## config.mk

```make
export PLATFORM = sky130hd
export DESIGN_NAME = pupo_top
export DESIGN_NICKNAME = d
export VERILOG_FILES = /design/src/pupo_pkg.sv /design/src/pupo_cell.sv /design/src/pupo_top.sv
export SDC_FILE = /design/constraint.sdc
export NUM_CORES = 1
export LEC_CHECK = 0
export BUFFER_PORTS_ARGS = -buffer_cell sky130_fd_sc_hd__buf_2
export CAP_MARGIN = 20
export CELL_PAD_IN_SITES_DETAIL_PLACEMENT = 1
export CELL_PAD_IN_SITES_GLOBAL_PLACEMENT = 1
export CORE_ASPECT_RATIO = 0.5
export CORE_MARGIN = 2
export CORE_UTILIZATION = 36
export CTS_BUF_LIST = sky130_fd_sc_hd__clkbuf_16
export CTS_CLUSTER_SIZE = 8
export DETAILED_ROUTE_END_ITERATION = 12
export PLACE_DENSITY = 0.9
export SKIP_CTS_REPAIR_TIMING = 1
export SLEW_MARGIN = 20
export SYNTH_ARGS = -nofsm -noshare
export SYNTH_HDL_FRONTEND = slang
export SYNTH_SLANG_ARGS = --single-unit
```

## constraint.sdc

```tcl
create_clock -name clk_i -period 2.25 [get_ports clk_i]
set_input_delay 0 -clock clk_i [delete_from_list [all_inputs] [get_ports clk_i]]
set_output_delay 0 -clock clk_i [all_outputs]
set_load 0.01 [all_outputs]
```

## src/pupo_pkg.sv

```systemverilog
package pupo_pkg;
   // Power-up clearing time in nanoseconds and its cycle count at 10 MHz.
   localparam int unsigned PUPO_CLK_PERIOD_NS = 100;
   localparam int unsigned PUPO_PWRUP_NS = 10000;
   localparam int unsigned PUPO_PWRUP_CYC = PUPO_PWRUP_NS / PUPO_CLK_PERIOD_NS;
   // Default cell counts.
   localparam int unsigned PUPO_NUM_OUT = 8;
   localparam int unsigned PUPO_NUM_BUR = 8;
   // Clearing value of every macrocell register.
   localparam logic PUPO_FF_RST = 1'b0;
   // Sequencer states, Gray coded.
   typedef enum logic [1:0] {
      PUPO_ST_CLEAR = 2'b00,
      PUPO_ST_RUN = 2'b01,
      PUPO_ST_TEST = 2'b11
   } pupo_state_t;
endpackage : pupo_pkg

```

## src/pupo_cell.sv

```systemverilog
`timescale 1ns/1ps
`default_nettype none
// One macrocell: register, combinatorial path, polarity and output enable.
module pupo_cell (
   // Clock and control.
   input wire logic clk_i,
   input wire logic ce_i,
   input wire logic clear_i,
   input wire logic preload_i,
   input wire logic observe_i,
   // Configuration.
   input wire logic comb_mode_i,
   input wire logic invert_i,
   // Logic inputs.
   input wire logic func_d_i,
   input wire logic func_oe_i,
   input wire logic async_rst_i,
   input wire logic async_set_i,
   input wire logic pin_d_i,
   // Results.
   output logic reg_q_o,
   output logic pin_o,
   output logic pin_oe_o
);
   import pupo_pkg::*;
   logic ff_q;
   logic ff_d;
   logic test;
   logic sum;
   // Next register value; clearing wins, then reset and preset, then preload.
   always_comb begin
      test = preload_i | observe_i;
      ff_d = ff_q;
      if (clear_i) begin
         ff_d = PUPO_FF_RST;
      end else if (async_rst_i) begin
         ff_d = 1'b0;
      end else if (async_set_i) begin
         ff_d = 1'b1;
      end else if (preload_i) begin
         ff_d = pin_d_i;
      end else if (!observe_i) begin
         ff_d = func_d_i;
      end
      // Under test, product terms are forced to zero and the cell is registered.
      sum = test ? 1'b0 : func_d_i;
      pin_o = ((comb_mode_i && !test) ? sum : ff_q) ^ invert_i;
      pin_oe_o = observe_i | (func_oe_i & !preload_i);
   end
   // Register update, frozen while the clock enable is low.
   always_ff @(posedge clk_i) begin
      if (ce_i) begin
         ff_q <= ff_d;
      end
   end
   assign reg_q_o = ff_q;
endmodule : pupo_cell
`default_nettype wire

```

## src/pupo_top.sv

```systemverilog
`timescale 1ns/1ps
`default_nettype none
// Power-up clearing, preload and observe control around a set of macrocells.
module pupo_top #(
   parameter int unsigned NUM_OUT = pupo_pkg::PUPO_NUM_OUT,
   parameter int unsigned NUM_BUR = pupo_pkg::PUPO_NUM_BUR,
   parameter int unsigned PWRUP_CYC = pupo_pkg::PUPO_PWRUP_CYC
) (
   // Clock, enable and reset.
   input wire logic clk_i,
   input wire logic ce_i,
   input wire logic sys_rst_i,
   // Test-mode controls.
   input wire logic preload_i,
   input wire logic observe_i,
   input wire logic bur_sel_i,
   // Configuration per output cell.
   input wire logic [NUM_OUT-1:0] comb_mode_i,
   input wire logic [NUM_OUT-1:0] invert_i,
   // Functional logic inputs per cell, output cells then buried cells; output enables for output cells only.
   input wire logic [NUM_OUT+NUM_BUR-1:0] func_d_i,
   input wire logic [NUM_OUT-1:0] func_oe_i,
   input wire logic [NUM_OUT+NUM_BUR-1:0] async_rst_i,
   input wire logic [NUM_OUT+NUM_BUR-1:0] async_set_i,
   // I/O pins.
   input wire logic [NUM_OUT-1:0] pin_i,
   output logic [NUM_OUT-1:0] pin_o,
   output logic [NUM_OUT-1:0] pin_oe_o,
   // Status.
   output logic ready_o
);
   import pupo_pkg::*;
   localparam int unsigned NC = NUM_OUT + NUM_BUR;
   localparam int unsigned CW = $clog2(PWRUP_CYC + 1);

   initial begin
      if (NUM_OUT < 1 || NUM_BUR > NUM_OUT || PWRUP_CYC < 1) begin
         $error("pupo_top: unsupported parameters");
      end
   end

   pupo_state_t st_q, st_d;
   logic [CW-1:0] cnt_q, cnt_d;
   logic ready_q, ready_d;
   logic [NUM_OUT-1:0] po_q, po_d, oe_q, oe_d;
   logic [NC-1:0] rq;
   logic [NC-1:0] cp;
   logic [NC-1:0] coe;
   logic [NC-1:0] cpin;
   logic clearing;
   logic pre_g;
   logic obs_g;

   // Clearing runs during reset and the power-up window; test only afterwards.
   always_comb begin
      clearing = (st_q == PUPO_ST_CLEAR) | sys_rst_i;
      pre_g = preload_i & !clearing;
      obs_g = observe_i & !preload_i & !clearing;
   end

   // Sequencer next state.
   always_comb begin
      st_d = st_q;
      cnt_d = cnt_q;
      ready_d = ready_q;
      if (sys_rst_i) begin
         st_d = PUPO_ST_CLEAR;
         cnt_d = '0;
         ready_d = 1'b0;
      end else begin
         case (st_q)
            PUPO_ST_CLEAR: begin
               if (cnt_q >= CW'(PWRUP_CYC - 1)) begin
                  st_d = PUPO_ST_RUN;
                  ready_d = 1'b1;
               end else begin
                  cnt_d = cnt_q + CW'(1);
               end
            end
            PUPO_ST_RUN: begin
               if (preload_i | observe_i) begin
                  st_d = PUPO_ST_TEST;
               end
            end
            PUPO_ST_TEST: begin
               if (!(preload_i | observe_i)) begin
                  st_d = PUPO_ST_RUN;
               end
            end
            default: begin
               st_d = PUPO_ST_CLEAR;
            end
         endcase
      end
   end

   // Sequencer registers.
   always_ff @(posedge clk_i) begin
      if (ce_i) begin
         st_q <= st_d;
         cnt_q <= cnt_d;
         ready_q <= ready_d;
      end
   end

   // Preload pins map to output cells directly and to buried cells when selected.
   genvar g;
   generate
      for (g = 0; g < NC; g++) begin : g_cell
         if (g < NUM_OUT) begin : g_out
            assign cpin[g] = pin_i[g];
         end else begin : g_bur
            assign cpin[g] = pin_i[g-NUM_OUT];
         end
         pupo_cell u_cell (
            .clk_i(clk_i),
            .ce_i(ce_i),
            .clear_i(clearing),
            .preload_i(g < NUM_OUT ? (pre_g & !bur_sel_i) : (pre_g & bur_sel_i)),
            .observe_i(obs_g),
            .comb_mode_i(g < NUM_OUT ? comb_mode_i[g % NUM_OUT] : 1'b0),
            .invert_i(g < NUM_OUT ? invert_i[g % NUM_OUT] : 1'b0),
            .func_d_i(func_d_i[g]),
            .func_oe_i(g < NUM_OUT ? func_oe_i[g % NUM_OUT] : 1'b0),
            .async_rst_i(async_rst_i[g] & !clearing),
            .async_set_i(async_set_i[g] & !clearing),
            .pin_d_i(cpin[g]),
            .reg_q_o(rq[g]),
            .pin_o(cp[g]),
            .pin_oe_o(coe[g])
         );
      end
   endgenerate

   // Pin drivers; observe with buried select shows buried register contents.
   always_comb begin
      po_d = cp[NUM_OUT-1:0];
      oe_d = coe[NUM_OUT-1:0];
      if (clearing) begin
         oe_d = '0;
      end else if (pre_g) begin
         // Release every pin while loading, so preload data after the first load edge never reads our own drive.
         oe_d = '0;
      end else if (obs_g && bur_sel_i) begin
         for (int i = 0; i < NUM_OUT; i++) begin
            po_d[i] = (i < NUM_BUR) ? rq[NUM_OUT + i] : 1'b0;
         end
      end
   end

   // Output registers.
   always_ff @(posedge clk_i) begin
      if (ce_i) begin
         po_q <= po_d;
         oe_q <= oe_d;
      end
   end

   assign pin_o = po_q;
   assign pin_oe_o = oe_q;
   assign ready_o = ready_q;
endmodule : pupo_top
`default_nettype wire

```

==> run metrics, run 1 <==
Overall Global Routing Usage roughly a fifth; Final Power approximately 2200 uW; Initial Utilization a little under two fifths; Hold Startpoint func_oe_i[1]; slack of the worst reg-to-reg path 180 ps; Crit Path Class flop to flop; area leader, netlist edfxtp_1; Clock Sinks 42; Chip Height 63.6 um; crit path time final approximately 2100 ps; setup_tns 0 ps; buffers plus inverters on the worst setup path 0; RSZ-0062 raised after global routing no; maxcap violations 0; CP startpoint kind flop; Hold Path Depth 3; net count after synthesis ~330; Std-Cell Rows 21; # DRC 0; initial antenna violation count 0; HP Class primary input to flop; Placed Area between 3000 and 4000 um2; distinct cell type count after synthesis 36; worst path required time 2280 ps; worst-margin pin slew 789 ps; slowest stage cell, crit path and3_1; period utilization 92.1%; cell family with most CP delay simple AND/OR/NAND/NOR gates; Area Growth Syn to Fin 28.6%; post-route cell area between 3000 and 4000 um2; largest net degree at the start of global routing 25; fmax roughly 480 MHz; cell area after synthesis ~2600 um2; hold endpoint pin_oe_o[1]$_SDFFCE_PP0P_; Cells after Synth roughly 240; Gate power share between 15 and 20%; Slew Limit Fails 0; Avg Cell Area, Syn ~11 um2; endpoints failing setup 0; P_int ~1600 uW; Leak approximately 0.0013 uW; clock network power share a little under two fifths; Max stage delay on crit path roughly 630 ps; top-count cell post-synth edfxtp_1; global placement routability congestion ~0.83; area of the die 7840 um2; first-pass GRT wire length 12,500 um; share of cells above drive strength 1 between 30 and 40%; slew margin rel. about 47%; top_reg_cell synth edfxtp_1; clock-pin transition on the worst setup and hold timing paths approximately 60 ps; register area share after synthesis approximately half; R2R depth 5; reg2reg end g_cell[1].u_cell.reg_q_o$_SDFFCE_PP0P_; htree depth 2; Net Sw Power about 530 uW; status finished, violations left; Via-to-Cell Ratio 5.44; crit end category flop; post-synthesis async set-or-reset flop share 0%; vias after detailed routing roughly 2,400; DIE WIDTH 123 um; Root Driver clkbuf_16; Core Region 6780 um2; port bufs around 100; Sw Share between 20% and 30%; Post-synth EDFFs 42; worst path cell trace o21ba_2 -> and3_1 -> nor2b_1 -> a211oi_1 -> nor3_1; ranking of synthesized cells by area edfxtp_1 49%, nand2_1 5.4%, o31a_1 5.1%, a211oi_1 4.1%, o211ai_2 3.9%; worst-case clock buffer depth 2; CP max FO 16; clock skew between 6 and 7 ps; number of global-route vias before repair around 2,500; Layout Nets around 430; Top Ports about 100; final WL 8040 um; failing checks negative hold slack; Seq pwr share between 40 and 50%; #FFs+latches synth 42; arrival time worst endpoint 2100 ps; pwr dens ~650 nW/um2; dpl hpwl approximately 6000 um; Fin. Hold Viols 2; CTS tree built; Iter 0 DRT Violations between 90 and 100; DRT antenna net count 0; antenna diode count 0; routed length per placed instance about 19 um; Hold WS -4.79 ps; Syn. warnings 0; Clk Latency, worst-skew pair 280 ps; maximum VDD drop 266 uV; top-area cell type share of the netlist area about half; TritonCTS buffer count 5; grt ovf 0; worst reg2reg startpoint st_q[1]$_SDFFCE_PP0P_; First-pass DRT Iterations 4; synth cell count leaders 42 x edfxtp_1, 37 x nand2_1, 15 x nor3_1, 15 x o31a_1, 14 x a211oi_1
cell type report:
cell class	count	area, um2
inverter	3	11.3
sequential	42	1260
multi-input combinational	181	1190
timing repair buffer	107	548
clock buffer	5	125
clock inverter	2	33.8
tap	92	115
fill	810	3490
worst max path at each step:
| stage | start | endpoint | slack [ps] | cells after the start |
|---|---|---|---|---|
| CTS | st_q[1]$_SDFFCE_PP0P_ | g_cell[1].u_cell.reg_q_o$_SDFFCE_PP0P_ | 270 | 5 |
| global route | st_q[1]$_SDFFCE_PP0P_ | g_cell[5].u_cell.reg_q_o$_SDFFCE_PP0P_ | 80 | 5 |
| floorplan | st_q[1]$_SDFFCE_PP0P_ | cnt_q[0]$_SDFFCE_PP0P_ | 360 | 5 |
| finish | st_q[1]$_SDFFCE_PP0P_ | g_cell[1].u_cell.reg_q_o$_SDFFCE_PP0P_ | 180 | 5 |
| detailed placement | st_q[1]$_SDFFCE_PP0P_ | g_cell[1].u_cell.reg_q_o$_SDFFCE_PP0P_ | 260 | 5 |
| global placement | st_q[1]$_SDFFCE_PP0P_ | g_cell[5].u_cell.reg_q_o$_SDFFCE_PP0P_ | 440 | 5 |
power groups by stage:
stage / Sequential (uW) / Clock [uW] / Combinational (uW)
after floorplan: 988 / 0 / 194
after global placement: 974 / 0 / 354
after detailed placement: 981 / 0 / 379
after CTS: 965 / 814 / 383
after global routing: 970 / 843 / 418
final: 966 / 802 / 385
worst min-delay path, delay by kind of cell:
kind / cells / cell delay, ps
simple gates: 2 / 90
buf+inv: 1 / 80
registers in the layout (all words and copies together), names as in the netlist:
signal,flops
cnt_q,7
g_cell.u_cell.reg_q_o,16
pin_o,8
pin_oe_o,8
ready_o,1
st_q,2
layer usage:
metal / vias up / part of all wire (%) / wire length (um) / GRT usage (%)
met5: - / 0 / 0 / 0
met4: 0 / 1.6 / 129 / 6.82
met3: 15 / 6.0 / 479 / 4.26
met2: 84 / 52 / 4220 / 38.1
met1: 1147 / 40 / 3220 / 23.9
li1: 1104 / - / - / -
placed cells by master, fill, tap and decap left out, types with 4 or more instances in the layout:
master / Yosys / routed
buf_2: 4 / 102
edfxtp_1: 42 / 42
nand2_1: 37 / 37
o31a_1: 15 / 15
nor3_1: 15 / 15
a211oi_1: 14 / 14
nor2_1: 12 / 12
xnor2_1: 11 / 11
nor2b_1: 8 / 8
o2111ai_1: 8 / 8
nand2b_1: 8 / 8
o211ai_2: 8 / 8
and2_1: 8 / 8
o21ai_1: 6 / 6
clkbuf_16: 0 / 5
buf_4: 2 / 5
a21oi_1: 4 / 4
stage by stage:
step	worst slack, ps	std cells	hold WS [ps]	utilization, %
after floorplan	362	239	112	-
after CTS	268	432	-3.68	48.5
after global placement	438	425	274	46.2
after global routing	80.5	432	8.96	48.5
final	178	432	-4.79	48.5
after detailed placement	257	425	285	46.2
kinds of logic after synthesis:
logic type      count (synthesis)  share of synthesized area [%]
compound gates                 63                           21.3
xor+xnor                       13                           4.45
simple gates                  104                           20.4
flops                          42                           49.3
fa+ha+maj                       1                          0.489
buf+inv                        16                           4.01
Power figures use the tool's default switching activity.
==> run 2: changes to the inputs <==
- CORE_UTILIZATION: 36 -> 38
- CTS_BUF_LIST: sky130_fd_sc_hd__clkbuf_16 -> sky130_fd_sc_hd__clkbuf_2 sky130_fd_sc_hd__clkbuf_4 sky130_fd_sc_hd__clkbuf_8
- PLACE_DENSITY: 0.9 -> 0.94
==> run metrics, run 2 (synthesis results as in run 1) <==
status finished, violations left; failing checks negative hold slack; largest net degree at the start of global routing 21; Leak 0.00139 uW; Clk Latency, worst-skew pair just over 300 ps; # DRC 0; P_int 1350 uW; RSZ-0062 raised after global routing no; crit path time final around 2100 ps; Gate power share 21.4%; Via-to-Cell Ratio approximately 5.5; crit path launch st_q[1]$_SDFFCE_PP0P_; pre-CTS setup slack 258 ps; Area Growth Syn to Fin 32.4%; worst path cell trace o21ba_2 -> and3_1 -> nor2b_1 -> a211oi_1 -> nor3_1; area of the die around 7400 um2; WP depth 5; maximum VDD drop roughly 250 uV; Top Ports slightly above 100; Std-Cell Rows 21; Net Sw Power about 560 uW; worst path required time roughly 2300 ps; global placement routability congestion 0.770; Overall Global Routing Usage roughly a fifth; Post-Layout Cell Count 450; Layout Nets about 440; fmax approximately 480 MHz; Largest register FFs 16; Multi-input gate area 1190 um2; Fin. Hold Viols 7; TritonCTS buffer count 5; grt ovf 0; crit end category flop; DIE WIDTH around 120 um; Root Driver clkbuf_8; Sequential Area approximately 1300 um2; vias after detailed routing about 2,500; worst reg2reg startpoint st_q[1]$_SDFFCE_PP0P_; Chip Height 62.0 um; fill count between 700 and 800; Hold Startpoint func_oe_i[5]; Sw Share between 20% and 30%; most frequent cells in the layout 102 x buf_2, 42 x edfxtp_1, 37 x nand2_1; Clock Sinks 42; slew margin rel. a little over half; Seq pwr share about half; period utilization ~93%; clock-pin transition on the worst setup and hold timing paths about 90 ps; commonest non-fill, non-tap cell in the layout buf_2; R2R depth 5; Initial Utilization slightly below 40%; DRT antenna net count 0; cell family with most CP delay simple AND/OR/NAND/NOR gates; routed length per placed instance ~19 um; Max stage delay on crit path between 600 and 700 ps; HP Class primary input to flop; CP max FO 16; setup_tns 0 ps; arrival time worst endpoint about 2200 ps; antenna diode count 0; htree depth 2; slowest stage cell, crit path and3_1; placed cell count about 430; clock skew between 6 and 7 ps; Core Region 6600 um2; buffers plus inverters on the worst setup path 0; Crit Path Class flop to flop; worst-margin pin slew 683 ps; maxcap violations 0; Hold WS -33.5 ps; CP startpoint kind flop; final WL about 8400 um; worst-case clock buffer depth 2; port bufs 102; number of global-route vias before repair around 2,400; First-pass DRT Iterations 4; share of cells above drive strength 1 between 30% and 40%; dpl hpwl roughly 5900 um; Slew Limit Fails 0; first-pass GRT wire length about 12,000 um; initial antenna violation count 0; Hold Path Depth 3; pwr dens between 500 and 600 nW/um2; CTS tree built; endpoints failing setup 0; clock network power share between 20% and 30%; Iter 0 DRT Violations roughly 130; setup ws final ~160 ps
[run 2: cell types whose count changed in the layout (fill, tap and decap cells not counted), moves of 3 or more]
cell / before / now
buf_4: 5 / 8
clkbuf_16: 5 / 0
clkbuf_8: 0 / 5
dlygate4sd3_1: 0 / 14
[run 2: layer usage]
metal / vias to the layer above / GRT usage [%] / wire [um]
met1: 1213 / 22.6 / 3220
met2: 85 / 42.1 / 4610
met4: 0 / 7.39 / 188
li1: 1132 / - / -
met5: - / 0 / 0
met3: 23 / 3.74 / 435
[run 2: tightest hold or removal path, stage by stage]
cell and delay, ps:
buf_2 80, nand2_1 40, nand2_1 50
[run 2: final timing paths]
kind	endpoint	slack, ps
worst max-delay path	g_cell[2].u_cell.reg_q_o$_SDFFCE_PP0P_	160
worst min-delay path	pin_oe_o[5]$_SDFFCE_PP0P_	-30
worst max register to register	g_cell[2].u_cell.reg_q_o$_SDFFCE_PP0P_	160
worst min register to register	pin_o[2]$_DFFE_PP_	560
[run 2: final cells by class]
| cell class | instances | share of cell area (%) |
|---|---|---|
| flip-flops and latches | 42 | 37.2 |
| clock buffers | 5 | 2.03 |
| clock inverters | 3 | 0.739 |
| multi-input cells | 181 | 35.3 |
| repair buffers | 124 | 21.0 |
| well taps | 92 | 3.40 |
| inverters | 3 | 0.332 |
[run 2: power groups by stage]
| stage | clock network, uW | registers (uW) | logic (uW) |
|---|---|---|---|
| 2_1_floorplan | 0 | 988 | 194 |
| 3_3_place_gp | 0 | 974 | 357 |
| 3_5_place_dp | 0 | 981 | 377 |
| 4_1_cts | 534 | 962 | 382 |
| 5_1_grt | 564 | 971 | 443 |
| 6_report | 536 | 963 | 409 |
[run 2: metrics by stage]
step | hold slack, ps | util [%] | instance area [um2] | total power, uW
6_report | -33.5 | 51.4 | 3390 | 1910
5_1_grt | -3.16 | 51.4 | 3390 | 1980
4_1_cts | -41.9 | 49.2 | 3250 | 1880
3_5_place_dp | 277 | 47.8 | 3150 | 1360
3_3_place_gp | 271 | 47.8 | 3150 | 1330
2_1_floorplan | 112 | - | 2560 | 1180
==> run 3: changes to the inputs <==
- ABC_AREA: unset -> 1
- CORE_MARGIN: 2 -> unset
- CORE_UTILIZATION: 38 -> 36
==> run metrics, run 3 <==
register area share after synthesis roughly 46%; cell family with most CP delay buffers and inverters; slowest stage cell, crit path edfxtp_1; Top Ports 103; clock skew around 9 ps; Initial Utilization between 30% and 40%; global placement routability congestion between 0.7 and 0.8; top-area cell type share of the netlist area 46.2%; placed cell count around 550; CTS tree built; Cells after Synth between 300 and 400; cell area after synthesis 2730 um2; port bufs around 100; largest family of logic cells by synthesized area simple AND/OR/NAND/NOR gates; Net Sw Power around 540 uW; slew margin rel. about two thirds; area leader, netlist edfxtp_1; mux cell area share after synthesis 0%; net count after synthesis about 450; worst-margin pin slew between 400 and 500 ps; status finished, violations left; most frequent cells in the layout 102 x buf_2, 89 x nand2_1, 67 x inv_1; pwr dens ~570 nW/um2; largest net degree at the start of global routing between 40 and 50; area of the die 7960 um2; fill count 944; DRT antenna net count 0; worst path required time around 2300 ps; Leak between 0.0015 and 0.002 uW; Root Driver clkbuf_8; Iter 0 DRT Violations around 200; RSZ-0062 raised after global routing no; top_reg_cell synth edfxtp_1; crit end category flop; commonest non-fill, non-tap cell in the layout buf_2; distinct cell type count after synthesis 24; worst-case clock buffer depth 2; First-pass DRT Iterations 8; share of cells above drive strength 1 between 20% and 30%; Syn. warnings 0; maximum VDD drop 350 uV; Max stage delay on crit path between 300 and 400 ps; synth cell count leaders 89 x nand2_1, 67 x inv_1, 43 x nand3_1; most used cell, CP inv_1; Core Region roughly 7300 um2; endpoints failing setup 0; clock-pin transition on the worst setup and hold timing paths around 80 ps; Slew Limit Fails 0; Final Power around 2000 uW; routed length per placed instance roughly 15 um; fmax approximately 550 MHz; Chip Height 63.6 um; Synth Area in Compound Gates approximately 9.6%; setup ws final 436 ps; vias after detailed routing 2,797; P_int between 1000 and 1500 uW; Sw Share 27.4%; TritonCTS buffer count 5; number of global-route vias before repair 2,922; first-pass GRT wire length about 14,000 um; top-count cell post-synth nand2_1; ranking of synthesized cells by area edfxtp_1 46%, nand2_1 12%, inv_1 9.2%, nand3_1 7.9%, nand4_1 4.1%; # DRC 11; grt ovf 0; Crit Path Class flop to flop; Clock Sinks 42; Largest register FFs 16; setup_tns 0 ps; CP startpoint kind flop; final WL roughly 8600 um; Std-Cell Rows 22; Overall Global Routing Usage between 20% and 30%; failing checks design-rule violations, negative hold slack; worst path cell trace inv_1 -> nand2_2 -> nand4_1 -> buf_4 -> inv_1 -> a21oi_1 -> o21ai_0 -> nand2_1 -> inv_1; maxcap violations 0; buffers plus inverters on the worst setup path 4; htree depth 2; Via-to-Cell Ratio 5.00; Fin. Hold Viols 3; Post-Layout Cell Count around 560; Clk Latency, worst-skew pair around 310 ps; initial antenna violation count 0; adder-cell share of the synthesized area less than 1%; Synth Area in Simple Gates between 30% and 40%; Layout Nets ~550; HP Class primary input to flop; xor/xnor share of the synthesized area 0.321%; period utilization around four fifths; crit path time final 1810 ps; pre-CTS setup slack between 400 and 500 ps; Post-synth EDFFs 42; dpl hpwl 6710 um; clock network power share 32.0%; Area Growth Syn to Fin 26.3%; CP max FO 11; arrival time worst endpoint ~1900 ps; #FFs+latches synth 42; Avg Cell Area, Syn ~7.6 um2; DIE WIDTH 125 um; Seq pwr share between 40% and 50%; Gate power share roughly a fifth; Hold WS -7.64 ps; antenna diode count 0; post-synthesis async set-or-reset flop share 0%
[run 3: cell types whose count changed after synthesis, sizes merged, moves of 16 or more]
cell	change
nand4	+18
a21oi	+17
nand3	+41
a211oi	-16
inv	+68
nand2	+53
nor2	+18
[run 3: logic make-up (layout without fill, tap and decap cells)]
family,Yosys count,in the layout
compound gates,44,44
xor+xnor,1,1
fa+ha+maj,1,1
buf+inv,85,187
flops,42,42
simple gates,188,188
[run 3: power by group through the flow]
stage                     sequential [uW]  combinational (uW)  clock [uW]
after floorplan                       979                 195           0
final                                 954                 394         636
after detailed placement              973                 390           0
after global routing                  960                 439         665
after global placement                969                 370           0
after CTS                             955                 395         635
[run 3: metrics by stage]
| step | util, % | instance area, um2 | hold slack (ps) |
|---|---|---|---|
| 4_1_cts | 47.1 | 3450 | -12.7 |
| 2_1_floorplan | - | 2730 | 112 |
| 6_report | 47.1 | 3450 | -7.64 |
| 3_3_place_gp | 45.6 | 3340 | 296 |
| 3_5_place_dp | 45.6 | 3340 | 306 |
| 5_1_grt | 47.1 | 3450 | 2.19 |
[run 3: cell type report]
class,count,area (um2),area share (%)
multi-input combinational,234,1120,32.4
clock buffer,7,83.8,2.43
timing repair buffer,108,568,16.5
sequential,42,1260,36.5
clock inverter,1,30.0,0.870
tap,96,120,3.48
inverter,71,269,7.80
[run 3: final timing paths]
path              cells past startpoint                                      to  slack, ps                                    from
setup / recovery                      9  g_cell[0].u_cell.reg_q_o$_SDFFCE_PP0P_        440                   st_q[0]$_SDFFCE_PP0P_
hold reg to reg                       2                      pin_o[0]$_DFFE_PP_        540  g_cell[8].u_cell.reg_q_o$_SDFFCE_PP0P_
setup reg to reg                      9  g_cell[0].u_cell.reg_q_o$_SDFFCE_PP0P_        440                   st_q[0]$_SDFFCE_PP0P_
hold / removal                        3               pin_oe_o[1]$_SDFFCE_PP0P_         -8                            func_oe_i[1]
[run 3: worst register-to-register path: cells and delay by family (launching register included)]
kind,cells,cell delay [ps]
buf+inv,4,580
compound gates,2,300
simple gates,3,320
flops,1,380
[run 3: layer usage]
| metal | global-route usage [%] | vias up | routed length, um |
|---|---|---|---|
| met4 | 9.45 | 0 | 188 |
| met1 | 25.6 | 1313 | 3480 |
| met3 | 4.59 | 18 | 410 |
| met2 | 41.1 | 70 | 4520 |
| li1 | - | 1396 | - |
| met5 | 0 | - | 0 |
